===== config.mk =====
export PLATFORM = sky130hd
export DESIGN_NAME = dsbi_top
export DESIGN_NICKNAME = d
export VERILOG_FILES = /design/src/logic/dsbi_pkg.sv /design/src/logic/dsbi_top.sv
export SDC_FILE = /design/constraint.sdc
export NUM_CORES = 1
export LEC_CHECK = 0
export BUFFER_PORTS_ARGS = -buffer_cell sky130_fd_sc_hd__buf_2
export CORE_ASPECT_RATIO = 0.7
export CORE_MARGIN = 1
export CORE_UTILIZATION = 60
export CTS_CLUSTER_SIZE = 14
export DETAILED_ROUTE_END_ITERATION = 10
export PLACE_DENSITY_LB_ADDON = 0.15
export SLEW_MARGIN = 20
export SYNTH_ARGS = -nofsm -noshare
export SYNTH_HDL_FRONTEND = slang
export SYNTH_SLANG_ARGS = --single-unit

===== constraint.sdc =====
create_clock -name mclk_i -period 3.7 [get_ports mclk_i]
set_clock_uncertainty 0.2 [all_clocks]
set_input_delay 0 -clock mclk_i [delete_from_list [all_inputs] [get_ports mclk_i]]
set_output_delay 0 -clock mclk_i [all_outputs]
set_load 0.02 [all_outputs]

===== src/logic/dsbi_pkg.sv =====
// Constants, types and codes of the differential serial bus interface.
// Assumes one core clock; all pins are synchronised in the top module.
package dsbi_pkg;

// ==========================================================
// Mode decode, index {mode pin, chip select pin}
// ==========================================================
localparam logic [1:0] PIN_ASYNC = 2'h3;
localparam logic [1:0] PIN_SPI   = 2'h2;
localparam logic [1:0] PIN_BUF   = 2'h0;
localparam logic [1:0] PIN_TRI   = 2'h1;

typedef enum logic [1:0] {
    MODE_ASYNC = 2'b00,
    MODE_SPI   = 2'b01,
    MODE_BUF   = 2'b10,
    MODE_TRI   = 2'b11
} dsbi_mode_e;

// ==========================================================
// Clock divider, index {A pin, B pin}
// ==========================================================
localparam logic [3:0] DIV_00 = 4'h1;
localparam logic [3:0] DIV_01 = 4'h2;
localparam logic [3:0] DIV_10 = 4'h4;
localparam logic [3:0] DIV_11 = 4'ha;

// ==========================================================
// Bit timing in internal clock ticks
// ==========================================================
localparam logic [6:0] BIT_LAST  = 7'h7f;
localparam logic [6:0] HALF_LAST = 7'h3f;
localparam logic [6:0] SCK_RISE  = 7'h04;
localparam logic [6:0] SCK_FALL  = 7'h24;
localparam logic [2:0] DATA_LAST = 3'h7;
localparam logic [3:0] TX_STOP   = 4'h9;
localparam logic [3:0] TX_LAST   = 4'h9;
localparam logic [3:0] TX_D_LAST = 4'h8;
localparam int         EOM_BITS  = 10;

// ==========================================================
// Reset values
// ==========================================================
localparam logic [15:0] BUF_RST  = 16'h0000;
localparam logic        IDLE_RST = 1'b1;

typedef enum logic [1:0] {
    RX_IDLE  = 2'b00,
    RX_START = 2'b01,
    RX_DATA  = 2'b10,
    RX_STOP  = 2'b11
} dsbi_rx_e;

typedef enum logic [1:0] {
    TX_IDLE = 2'b00,
    TX_WAIT = 2'b01,
    TX_SEND = 2'b10
} dsbi_tx_e;

// Synchronised pin levels
typedef struct packed {
    logic       mode;
    logic       cs_n;
    logic [1:0] div;
    logic       tx;
    logic       sck;
    logic       ctrl;
    logic       idle_n;
    logic       bus;
} dsbi_pins_s;

endpackage


===== src/logic/dsbi_top.sv =====
// Differential serial bus interface: host UART/SPI side to wired bus.
// Assumes an external transceiver: bus_rx_i is 1 for a recessive bus,
// bus_drv_p/n enables drive a dominant zero. Two-way pins are split.
//
// Behaviour
// - Mode from mode and chip-select pins: 11 async, 10 SPI, 00 buffered, 01 off from buffered, else mode held.
// - Three-state entered only from buffered SPI when chip select rises.
// - Three-state floats host data, receive output and shift clock only.
// - Bus value seen is returned to host while its byte is sent.
// - Async mode checks each received character for a framing error.
// - Normal SPI: device drives one shift clock per data bit at bus rate.
// - Host pulls control low to request sending; device starts on it.
// - Normal SPI: reflected bus byte replaces the byte the host sent.
// - Buffered SPI: host clocks a 16-bit two-byte buffer.
// - Buffered SPI sends only once the bus is idle.
// - Buffered send overwrites both bytes with reflected ones.
// - Clock divided by 1, 2, 4 or 10 by the select pins.
// - One bus bit lasts 128 internal clock ticks.
// - Shift clock unused async, output normal SPI, input buffered SPI.
// - Idle pin low when bus idle after end of message, high active.
// - Async and SPI: control low while a byte is on the bus.
// - Buffered: control high means host may use the buffer.
// - Zero drives both lines, one releases both.
// - Dominant zero wins; idle bus reads one.
// - Characters are start, eight data bits LSB first, stop.
// - Bit mismatch blocks host data until message end.
`timescale 1ns/10ps
module dsbi_top #(
    parameter int EOM_BITS = dsbi_pkg::EOM_BITS
) (
    // Clock and reset
    input  wire logic       mclk_i,
    input  wire logic       arst_n_i,
    // Mode and divider straps
    input  wire logic       mode_i,
    input  wire logic       cs_n_i,
    input  wire logic [1:0] div_sel_i,
    // Host data
    input  wire logic       host_tx_data_in_i,
    output logic            host_rx_data_out_o,
    output logic            host_rx_data_out_oe_o,
    // Shift clock pin
    input  wire logic       sck_i,
    output logic            sck_o,
    output logic            sck_oe_o,
    // Control pin
    input  wire logic       ctrl_i,
    output logic            ctrl_o,
    output logic            ctrl_oe_o,
    // Idle pin, low while bus idle
    input  wire logic       idle_n_i,
    output logic            idle_n_o,
    output logic            idle_n_oe_o,
    // Transceiver
    input  wire logic       bus_rx_i,
    output logic            bus_drv_p_o,
    output logic            bus_drv_n_o,
    // Status
    output logic            frame_err_o
);

localparam int EOM_TICKS = EOM_BITS * 128;
localparam int EW        = $clog2(EOM_TICKS + 1);
localparam logic [EW-1:0] EOM_LAST = EW'(EOM_TICKS - 1);

// ==========================================================
// Input synchronisers
// ==========================================================
dsbi_pkg::dsbi_pins_s pin_m;
dsbi_pkg::dsbi_pins_s pin_s;
logic                 bus_d;
logic                 sck_d;

always_ff @(posedge mclk_i or negedge arst_n_i) begin
    if (!arst_n_i) begin
        pin_m <= '1;
        pin_s <= '1;
        bus_d <= 1'b1;
        sck_d <= 1'b0;
    end else begin
        pin_m <= {mode_i, cs_n_i, div_sel_i, host_tx_data_in_i,
                  sck_i, ctrl_i, idle_n_i, bus_rx_i};
        pin_s <= pin_m;
        bus_d <= pin_s.bus;
        sck_d <= pin_s.sck;
    end
end

// Own pin levels two cycles back, aligned with the synchronised pins.
// Without them a pin we just released still reads low for two cycles.
logic [1:0] ctrl_hist;
logic [1:0] idle_hist;

always_ff @(posedge mclk_i or negedge arst_n_i) begin
    if (!arst_n_i) begin
        ctrl_hist <= 2'b11;
        idle_hist <= 2'b00;
    end else begin
        ctrl_hist <= {ctrl_hist[0], ctrl_o};
        idle_hist <= {idle_hist[0], idle_n_o};
    end
end

// ==========================================================
// Mode
// ==========================================================
dsbi_pkg::dsbi_mode_e mode;
dsbi_pkg::dsbi_mode_e next_mode;

always_comb begin
    next_mode = mode;
    unique case ({pin_s.mode, pin_s.cs_n})
        dsbi_pkg::PIN_ASYNC: next_mode = dsbi_pkg::MODE_ASYNC;
        dsbi_pkg::PIN_SPI:   next_mode = dsbi_pkg::MODE_SPI;
        dsbi_pkg::PIN_BUF:   next_mode = dsbi_pkg::MODE_BUF;
        dsbi_pkg::PIN_TRI: begin
            if (mode == dsbi_pkg::MODE_BUF)
                next_mode = dsbi_pkg::MODE_TRI;
        end
    endcase
end

always_ff @(posedge mclk_i or negedge arst_n_i) begin
    if (!arst_n_i)
        mode <= dsbi_pkg::MODE_ASYNC;
    else
        mode <= next_mode;
end

wire is_async = (mode == dsbi_pkg::MODE_ASYNC);
wire is_spi   = (mode == dsbi_pkg::MODE_SPI);
wire is_buf   = (mode == dsbi_pkg::MODE_BUF);
wire is_tri   = (mode == dsbi_pkg::MODE_TRI);

// ==========================================================
// Clock divider
// ==========================================================
logic [3:0] div_cnt;
logic [3:0] div_max;
logic       tick;

always_comb begin
    unique case (pin_s.div)
        2'b00: div_max = dsbi_pkg::DIV_00 - 4'h1;
        2'b01: div_max = dsbi_pkg::DIV_01 - 4'h1;
        2'b10: div_max = dsbi_pkg::DIV_10 - 4'h1;
        2'b11: div_max = dsbi_pkg::DIV_11 - 4'h1;
    endcase
end

assign tick = (div_cnt >= div_max);

always_ff @(posedge mclk_i or negedge arst_n_i) begin
    if (!arst_n_i)
        div_cnt <= 4'h0;
    else if (tick)
        div_cnt <= 4'h0;
    else
        div_cnt <= div_cnt + 4'h1;
end

// ==========================================================
// Bus receiver
// ==========================================================
dsbi_pkg::dsbi_rx_e rx_state;
logic [6:0]         rx_cnt;
logic [2:0]         rx_idx;
logic               rx_bit;
logic               frame_err;
wire                bus_fall = bus_d & ~pin_s.bus;
wire                rx_end = tick & (rx_cnt == dsbi_pkg::BIT_LAST);

always_ff @(posedge mclk_i or negedge arst_n_i) begin
    if (!arst_n_i) begin
        rx_state  <= dsbi_pkg::RX_IDLE;
        rx_cnt    <= 7'h00;
        rx_idx    <= 3'h0;
        rx_bit    <= 1'b1;
        frame_err <= 1'b0;
    end else begin
        if (tick)
            rx_cnt <= rx_cnt + 7'h01;
        unique case (rx_state)
            dsbi_pkg::RX_IDLE: begin
                if (bus_fall) begin
                    rx_state <= dsbi_pkg::RX_START;
                    rx_cnt   <= 7'h00;
                end
            end
            dsbi_pkg::RX_START: begin
                if (tick && rx_cnt == dsbi_pkg::HALF_LAST) begin
                    rx_cnt   <= 7'h00;
                    rx_idx   <= 3'h0;
                    rx_state <= pin_s.bus ? dsbi_pkg::RX_IDLE
                                          : dsbi_pkg::RX_DATA;
                end
            end
            dsbi_pkg::RX_DATA: begin
                if (rx_end) begin
                    rx_bit <= pin_s.bus;
                    rx_idx <= rx_idx + 3'h1;
                    if (rx_idx == dsbi_pkg::DATA_LAST)
                        rx_state <= dsbi_pkg::RX_STOP;
                end
            end
            dsbi_pkg::RX_STOP: begin
                if (rx_end) begin
                    frame_err <= ~pin_s.bus;
                    rx_state  <= dsbi_pkg::RX_IDLE;
                end
            end
        endcase
    end
end

wire rx_busy = (rx_state != dsbi_pkg::RX_IDLE);

// ==========================================================
// End of message and idle
// ==========================================================
logic [EW-1:0] eom_cnt;
logic          bus_idle;
// host break seen while we drive the pin high
wire           brk = ~pin_s.idle_n & idle_hist[1];

always_ff @(posedge mclk_i or negedge arst_n_i) begin
    if (!arst_n_i) begin
        eom_cnt  <= '0;
        bus_idle <= dsbi_pkg::IDLE_RST;
    end else if (rx_busy || !pin_s.bus || brk) begin
        eom_cnt  <= '0;
        bus_idle <= 1'b0;
    end else if (tick && !bus_idle) begin
        // quiet bus for the end gap
        if (eom_cnt == EOM_LAST)
            bus_idle <= 1'b1;
        else
            eom_cnt <= eom_cnt + {{(EW-1){1'b0}}, 1'b1};
    end
end

// ==========================================================
// Collision block
// ==========================================================
dsbi_pkg::dsbi_tx_e tx_state;
logic               tx_bit;
logic               blocked;
wire                sending = is_async | (tx_state == dsbi_pkg::TX_SEND);
wire                own_bit = is_async ? pin_s.tx : tx_bit;

always_ff @(posedge mclk_i or negedge arst_n_i) begin
    if (!arst_n_i)
        blocked <= 1'b0;
    else if (bus_idle)
        blocked <= 1'b0;
    // mismatch blocks until end of message
    else if (rx_end && rx_state == dsbi_pkg::RX_DATA &&
             sending && own_bit != pin_s.bus)
        blocked <= 1'b1;
end

// ==========================================================
// SPI transmitter
// ==========================================================
logic [6:0]  tx_cnt;
logic [3:0]  tx_idx;
logic        tx_byte;
logic [15:0] buf_q;
// host pulls control low against our high
wire         req = (is_spi | is_buf) & ctrl_o & ctrl_hist[1] & ~pin_s.ctrl;
localparam logic [3:0] TX_LAST_I = dsbi_pkg::TX_STOP;

always_ff @(posedge mclk_i or negedge arst_n_i) begin
    if (!arst_n_i) begin
        tx_state <= dsbi_pkg::TX_IDLE;
        tx_cnt   <= 7'h00;
        tx_idx   <= 4'h0;
        tx_bit   <= 1'b1;
        tx_byte  <= 1'b0;
    end else if (blocked) begin
        tx_state <= dsbi_pkg::TX_IDLE;
        tx_bit   <= 1'b1;
    end else begin
        unique case (tx_state)
            dsbi_pkg::TX_IDLE: begin
                if (req)
                    tx_state <= dsbi_pkg::TX_WAIT;
            end
            dsbi_pkg::TX_WAIT: begin
                if (tick && (is_spi ? !rx_busy : bus_idle)) begin
                    tx_state <= dsbi_pkg::TX_SEND;
                    tx_cnt   <= 7'h00;
                    tx_idx   <= 4'h0;
                    tx_byte  <= 1'b0;
                    tx_bit   <= 1'b0;
                end
            end
            dsbi_pkg::TX_SEND: begin
                if (tick)
                    tx_cnt <= tx_cnt + 7'h01;
                if (tick && tx_cnt == dsbi_pkg::BIT_LAST) begin
                    tx_idx <= tx_idx + 4'h1;
                    if (tx_idx == TX_LAST_I) begin
                        tx_idx <= 4'h0;
                        tx_bit <= 1'b0;
                        tx_byte <= 1'b1;
                        if (!is_buf || tx_byte) begin
                            tx_state <= dsbi_pkg::TX_IDLE;
                            tx_bit   <= 1'b1;
                        end
                    end else if (tx_idx == dsbi_pkg::TX_D_LAST)
                        tx_bit <= 1'b1;
                    else
                        tx_bit <= is_spi ? pin_s.tx : buf_q[15];
                end
            end
            default: tx_state <= dsbi_pkg::TX_IDLE;
        endcase
    end
end

// ==========================================================
// Two-byte buffer
// ==========================================================
// host clocks bits in while it owns the buffer
wire host_shift = (is_buf | is_tri) & ctrl_o & pin_s.sck & ~sck_d;
// reflected bits replace the sent ones
wire bus_shift  = (is_buf | is_tri) & rx_end &
                  (rx_state == dsbi_pkg::RX_DATA);

always_ff @(posedge mclk_i or negedge arst_n_i) begin
    if (!arst_n_i)
        buf_q <= dsbi_pkg::BUF_RST;
    else if (bus_shift)
        buf_q <= {buf_q[14:0], pin_s.bus};
    else if (host_shift && is_buf)
        buf_q <= {buf_q[14:0], pin_s.tx};
end

// ==========================================================
// Pin drivers
// ==========================================================
logic next_rx;
logic next_sck;
logic next_ctrl;
logic next_drv;
wire  spi_clk_win = (rx_state == dsbi_pkg::RX_STOP) ||
                    (rx_state == dsbi_pkg::RX_DATA && rx_idx != 3'h0);

always_comb begin
    unique case (mode)
        dsbi_pkg::MODE_ASYNC: next_rx = pin_s.bus;
        dsbi_pkg::MODE_SPI:   next_rx = rx_bit;
        dsbi_pkg::MODE_BUF:   next_rx = buf_q[15];
        dsbi_pkg::MODE_TRI:   next_rx = 1'b1;
    endcase
    // one pulse after each sampled bit
    next_sck = is_spi & spi_clk_win &
               (rx_cnt >= dsbi_pkg::SCK_RISE) &
               (rx_cnt < dsbi_pkg::SCK_FALL);
    // low while a byte is on the bus
    next_ctrl = ~rx_busy & (tx_state != dsbi_pkg::TX_SEND);
    // high only when buffer is free
    if (is_buf || is_tri)
        next_ctrl = (tx_state == dsbi_pkg::TX_IDLE) & ~rx_busy;
    next_drv = brk | (~blocked & (is_async ? ~pin_s.tx
              : (tx_state == dsbi_pkg::TX_SEND) & ~tx_bit));
end

always_ff @(posedge mclk_i or negedge arst_n_i) begin
    if (!arst_n_i) begin
        // bus released, idle low, control high
        host_rx_data_out_o    <= 1'b1;
        host_rx_data_out_oe_o <= 1'b0;
        sck_o                 <= 1'b0;
        sck_oe_o              <= 1'b0;
        ctrl_o                <= 1'b1;
        ctrl_oe_o             <= 1'b1;
        idle_n_o              <= 1'b0;
        idle_n_oe_o           <= 1'b1;
        bus_drv_p_o           <= 1'b0;
        bus_drv_n_o           <= 1'b0;
        frame_err_o           <= 1'b0;
    end else begin
        host_rx_data_out_o    <= next_rx;
        // float data and clock in three-state
        host_rx_data_out_oe_o <= ~is_tri;
        sck_o                 <= next_sck;
        // shift clock driven only in normal SPI
        sck_oe_o              <= is_spi;
        ctrl_o                <= next_ctrl;
        ctrl_oe_o             <= 1'b1;
        // low while the bus is idle
        idle_n_o              <= ~bus_idle;
        idle_n_oe_o           <= 1'b1;
        bus_drv_p_o           <= next_drv;
        bus_drv_n_o           <= next_drv;
        frame_err_o           <= frame_err & is_async;
    end
end

endmodule


==> flow_summary.yaml <==
synthesis:
  netlist_area_um2: 4399
  ys_seq_area_share_pct: 55.35
  synth_commonest_cells: "dfrtp_1 (70), nor2_1 (32), dfstp_2 (26), nand2_1 (26), a21oi_1 (21)"
  ys_ff_latch: 96
  synth_area_leader_cell: "dfrtp_1"
  yosysMostFrequentCell: "dfrtp_1"
  async_flop_share_pct: 100.0
  synthAdderAreaFrac_pct: 4.835
  synth_top_area_share_pct: 39.82
  synth_compound_area_share_pct: 12.03
  synth_edf_count: 0
  synthCells: 401
  yosysUniqueCellTypes: 62
  synth_simple_gate_area_share_pct: 17.04
  synthMuxAreaShare_pct: 4.778
  synth.area.top_cells: "dfrtp_1 (40%), dfstp_2 (16%), ha_1 (4.8%)"
  syn_area_per_cell_um2: 10.97
  synth_top_family_by_area: "simple AND/OR/NAND/NOR gates"
  synthXorXnorAreaFrac_pct: 2.389
  yosysWarnings: 0
  synth_ff_type: "dfrtp_1"
status:
  outcome: "finished clean"
worst_setup_path:
  cp_data_arrival_time_ns: 3.04
  critPathTopFamily: "simple AND/OR/NAND/NOR gates"
  cp_num_buf_inv: 0
  worstSetupEndpointType: "flip-flop"
  criticalPathCategory: "flip-flop to flip-flop"
  critPathSlowestCell: "o21ai_2"
  cp_max_fo: 15
  crit_chain: "nand2_1, ha_1, nor2_1, nor3_2, nand2_1, o21ai_2, mux2_2"
  critPathRequiredTime_ns: 3.75
  r2r_slack_ns: 0.72
  timing.rr.start: "pin_s[6]"
  r2r_end: "buf_q[2]"
  cp_common_cell: "nand2_1"
  critPathLaunchType: "flip-flop"
  crit_start: "pin_s[6]"
  crit_path_max_incr_delay_ns: 0.66
  rr_worst_depth: 7
drt:
  final_antenna_net_count: 0
  remaining_drc_errors: 0
  vias_per_cell: 5.734
  post_drt_wl_per_cell_um: 15.34
  drt-initial-drc-count: 164
  vias: 3039
  dr.pass1.iters: 4
  routed_wl_um: 8131
floorplanning:
  die_area_um2: 7684
  die_h_um: 73.64
  dieWidth_um: 104.3
  ios: 22
  coreArea_um2: 6913
  rows: 25
  initial_utilization_pct: 63.64
cells_and_area:
  design_area_um2: 4861
  fin_cells: 530
  multiInputGateArea_um2: 1814
  fin_nets: 459
  antenna_cells: 0
  regArea_um2: 2435
  drive_gt1_share_pct: 18.81
  syn2layout_area_growth_pct: 10.49
  fillers: 515
min_path:
  whs_path_depth: 2
  hp-class: "input pin to flip-flop"
  hold_path_startpoint: "div_sel_i[1]"
  worstHoldEndpoint: "pin_m[6]"
timing:
  final-setup-viol-count: 0
  hold_slack_ns: 0.07661
  fin_crit_sh_pct: 80.67
  fin_crit_ns: 2.985
  hold_violations: 0
  finalMaxSlewViolations: 0
  rsz0062_at_grt: "false"
  max-slew-margin-rel_pct: 42.83
  worst_pin_slew_ns: 0.8576
  fmaxAchievable_mhz: 335.0
  tns_ns: 0
power_and_ir_drop:
  power.density_nw_per_um2: 515.7
  p_int_mw: 1.710
  combPwrFrac_pct: 22.3
  pwr-share-seq_pct: 50.0
  leakagePower_nw: 2.110
  ir_drop_uv: 342.0
  p_sw_mw: 0.7961
  power.clock.fraction_pct: 27.7
  switching_share_pct: 31.76
placed_design:
  io_buffers: 19
  routabilityCongestion: 0.8437
  placed_cells_incl_taps: 504
  place_area_um2: 4554
  hpwl_um: 5600
clock_tree:
  clock_sinks: 96
  clock_path_buffers: 2
  post_cts_resized: 0
  numCtsBuffers: 9
  ctsHtreeMaxLevel: 3
  clock_latency_ns: 0.37
  clockRootBuffer: "clkbuf_8"
  path_clk_slew_ns: 0.09
  cts_tree: "done"
run:
  drv.max_cap_violation_count: 0
global_route:
  antenna_found_initial: 0
  overflow: 0
  grt_usage_pct: 22.96
  grt_pass1_vias: 2754
  grt_max_degree: 72
  grt_pass1_wl_um: 13310
## power groups by stage
stage | Sequential, mW | Clock (mW) | Combinational [mW]
finish | 1.25 | 0.695 | 0.558
global route | 1.27 | 0.754 | 0.629
CTS | 1.25 | 0.710 | 0.558
detailed placement | 1.27 | 0 | 0.546
global placement | 1.26 | 0 | 0.523
floorplan | 1.26 | 0 | 0.401
## state kept, by name, indices dropped and copies added, names as in the netlist, 2 cells and up, named ones only
register	flops
ctrl_hist	2
tx_idx	4
mode	2
rx_cnt	7
div_cnt	4
tx_state	2
idle_hist	2
tx_cnt	7
eom_cnt	11
pin_m	9
rx_idx	3
pin_s	9
buf_q	16
## worst register-to-register path: cells and delay by family (launching register included)
family / cells / cell delay [ns]
simple gates: 4 / 0.77
compound gates: 1 / 0.66
flops: 1 / 0.55
mux: 1 / 0.42
fa+ha+maj: 1 / 0.29
## routing by layer
metal	routed length, µm	share of wire [%]	global-route usage (%)	vias to the layer above
li1	-	-	-	1472
met1	3929	48	32.14	1499
met2	3743	46	34.51	56
met3	341	4.2	6.477	12
met4	116	1.4	8.571	0
met5	0	0	0	-
## cell type report
type                       instances  share of cell area [%]
clock buffer                      11                   3.115
clock inverter                     5                   1.133
inverter                          20                   1.544
multi-input combinational        273                   37.32
sequential                        96                   50.09
tap                               94                   2.420
timing repair buffer              31                   4.376
## layout by cell type, fill, tap and decap left out, drive strengths merged, types with 3 or more instances in the layout
cell type    Yosys  routed
nor4             4       4
xnor2            8       8
o21ai           26      26
clkbuf           5      11
and2             4       4
nor2            33      33
xor2             4       4
dfstp           26      26
nand3           20      20
nand2b          10      10
a21oi           22      22
mux2            16      16
o31ai            4       4
nor2b            6       6
ha              17      17
and3             6       6
dfrtp           70      70
mux2i            3       3
or4              3       3
dlygate4sd3      0      10
o211ai           3       3
inv             20      20
buf              8      21
nor3             7       7
nand2           26      26
or2              3       3
or3              9       9
a31oi            3       3
nand4            7       7
## how the worst max path moves through the flow
stage                end  slack [ns]  depth (start not counted)
3_3_place_gp    buf_q[3]        0.90                          7
5_1_grt         buf_q[2]        0.55                          7
3_5_place_dp    buf_q[2]        0.76                          7
6_report        buf_q[2]        0.72                          7
2_1_floorplan  buf_q[13]        1.22                          8
4_1_cts         buf_q[2]        0.74                          7
## what timing repair did
item,in CTS,in global routing
endpoints found under the hold margin,70,0
setup buffers,0,0
hold buffers,10,0
## logic make-up (layout without fill, tap and decap cells)
group,after synthesis,count (layout)
flip-flops,96,96
XOR/XNOR,12,12
AO/OA/AOI/OAI,79,79
buffers and inverters,33,67
adder cells (fa/ha/maj),17,17
other,1,2
multiplexers,19,19
AND/OR/NAND/NOR,144,144
## per-stage QoR
step,power (mW),setup WS (ns),utilization (%)
2_1_floorplan,1.659,1.224,-
3_3_place_gp,1.787,0.8989,65.88
3_5_place_dp,1.816,0.7587,65.88
4_1_cts,2.519,0.7420,70.32
5_1_grt,2.654,0.5500,70.32
6_report,2.507,0.7150,70.32
No activity file was read; power rests on OpenSTA's default activity.
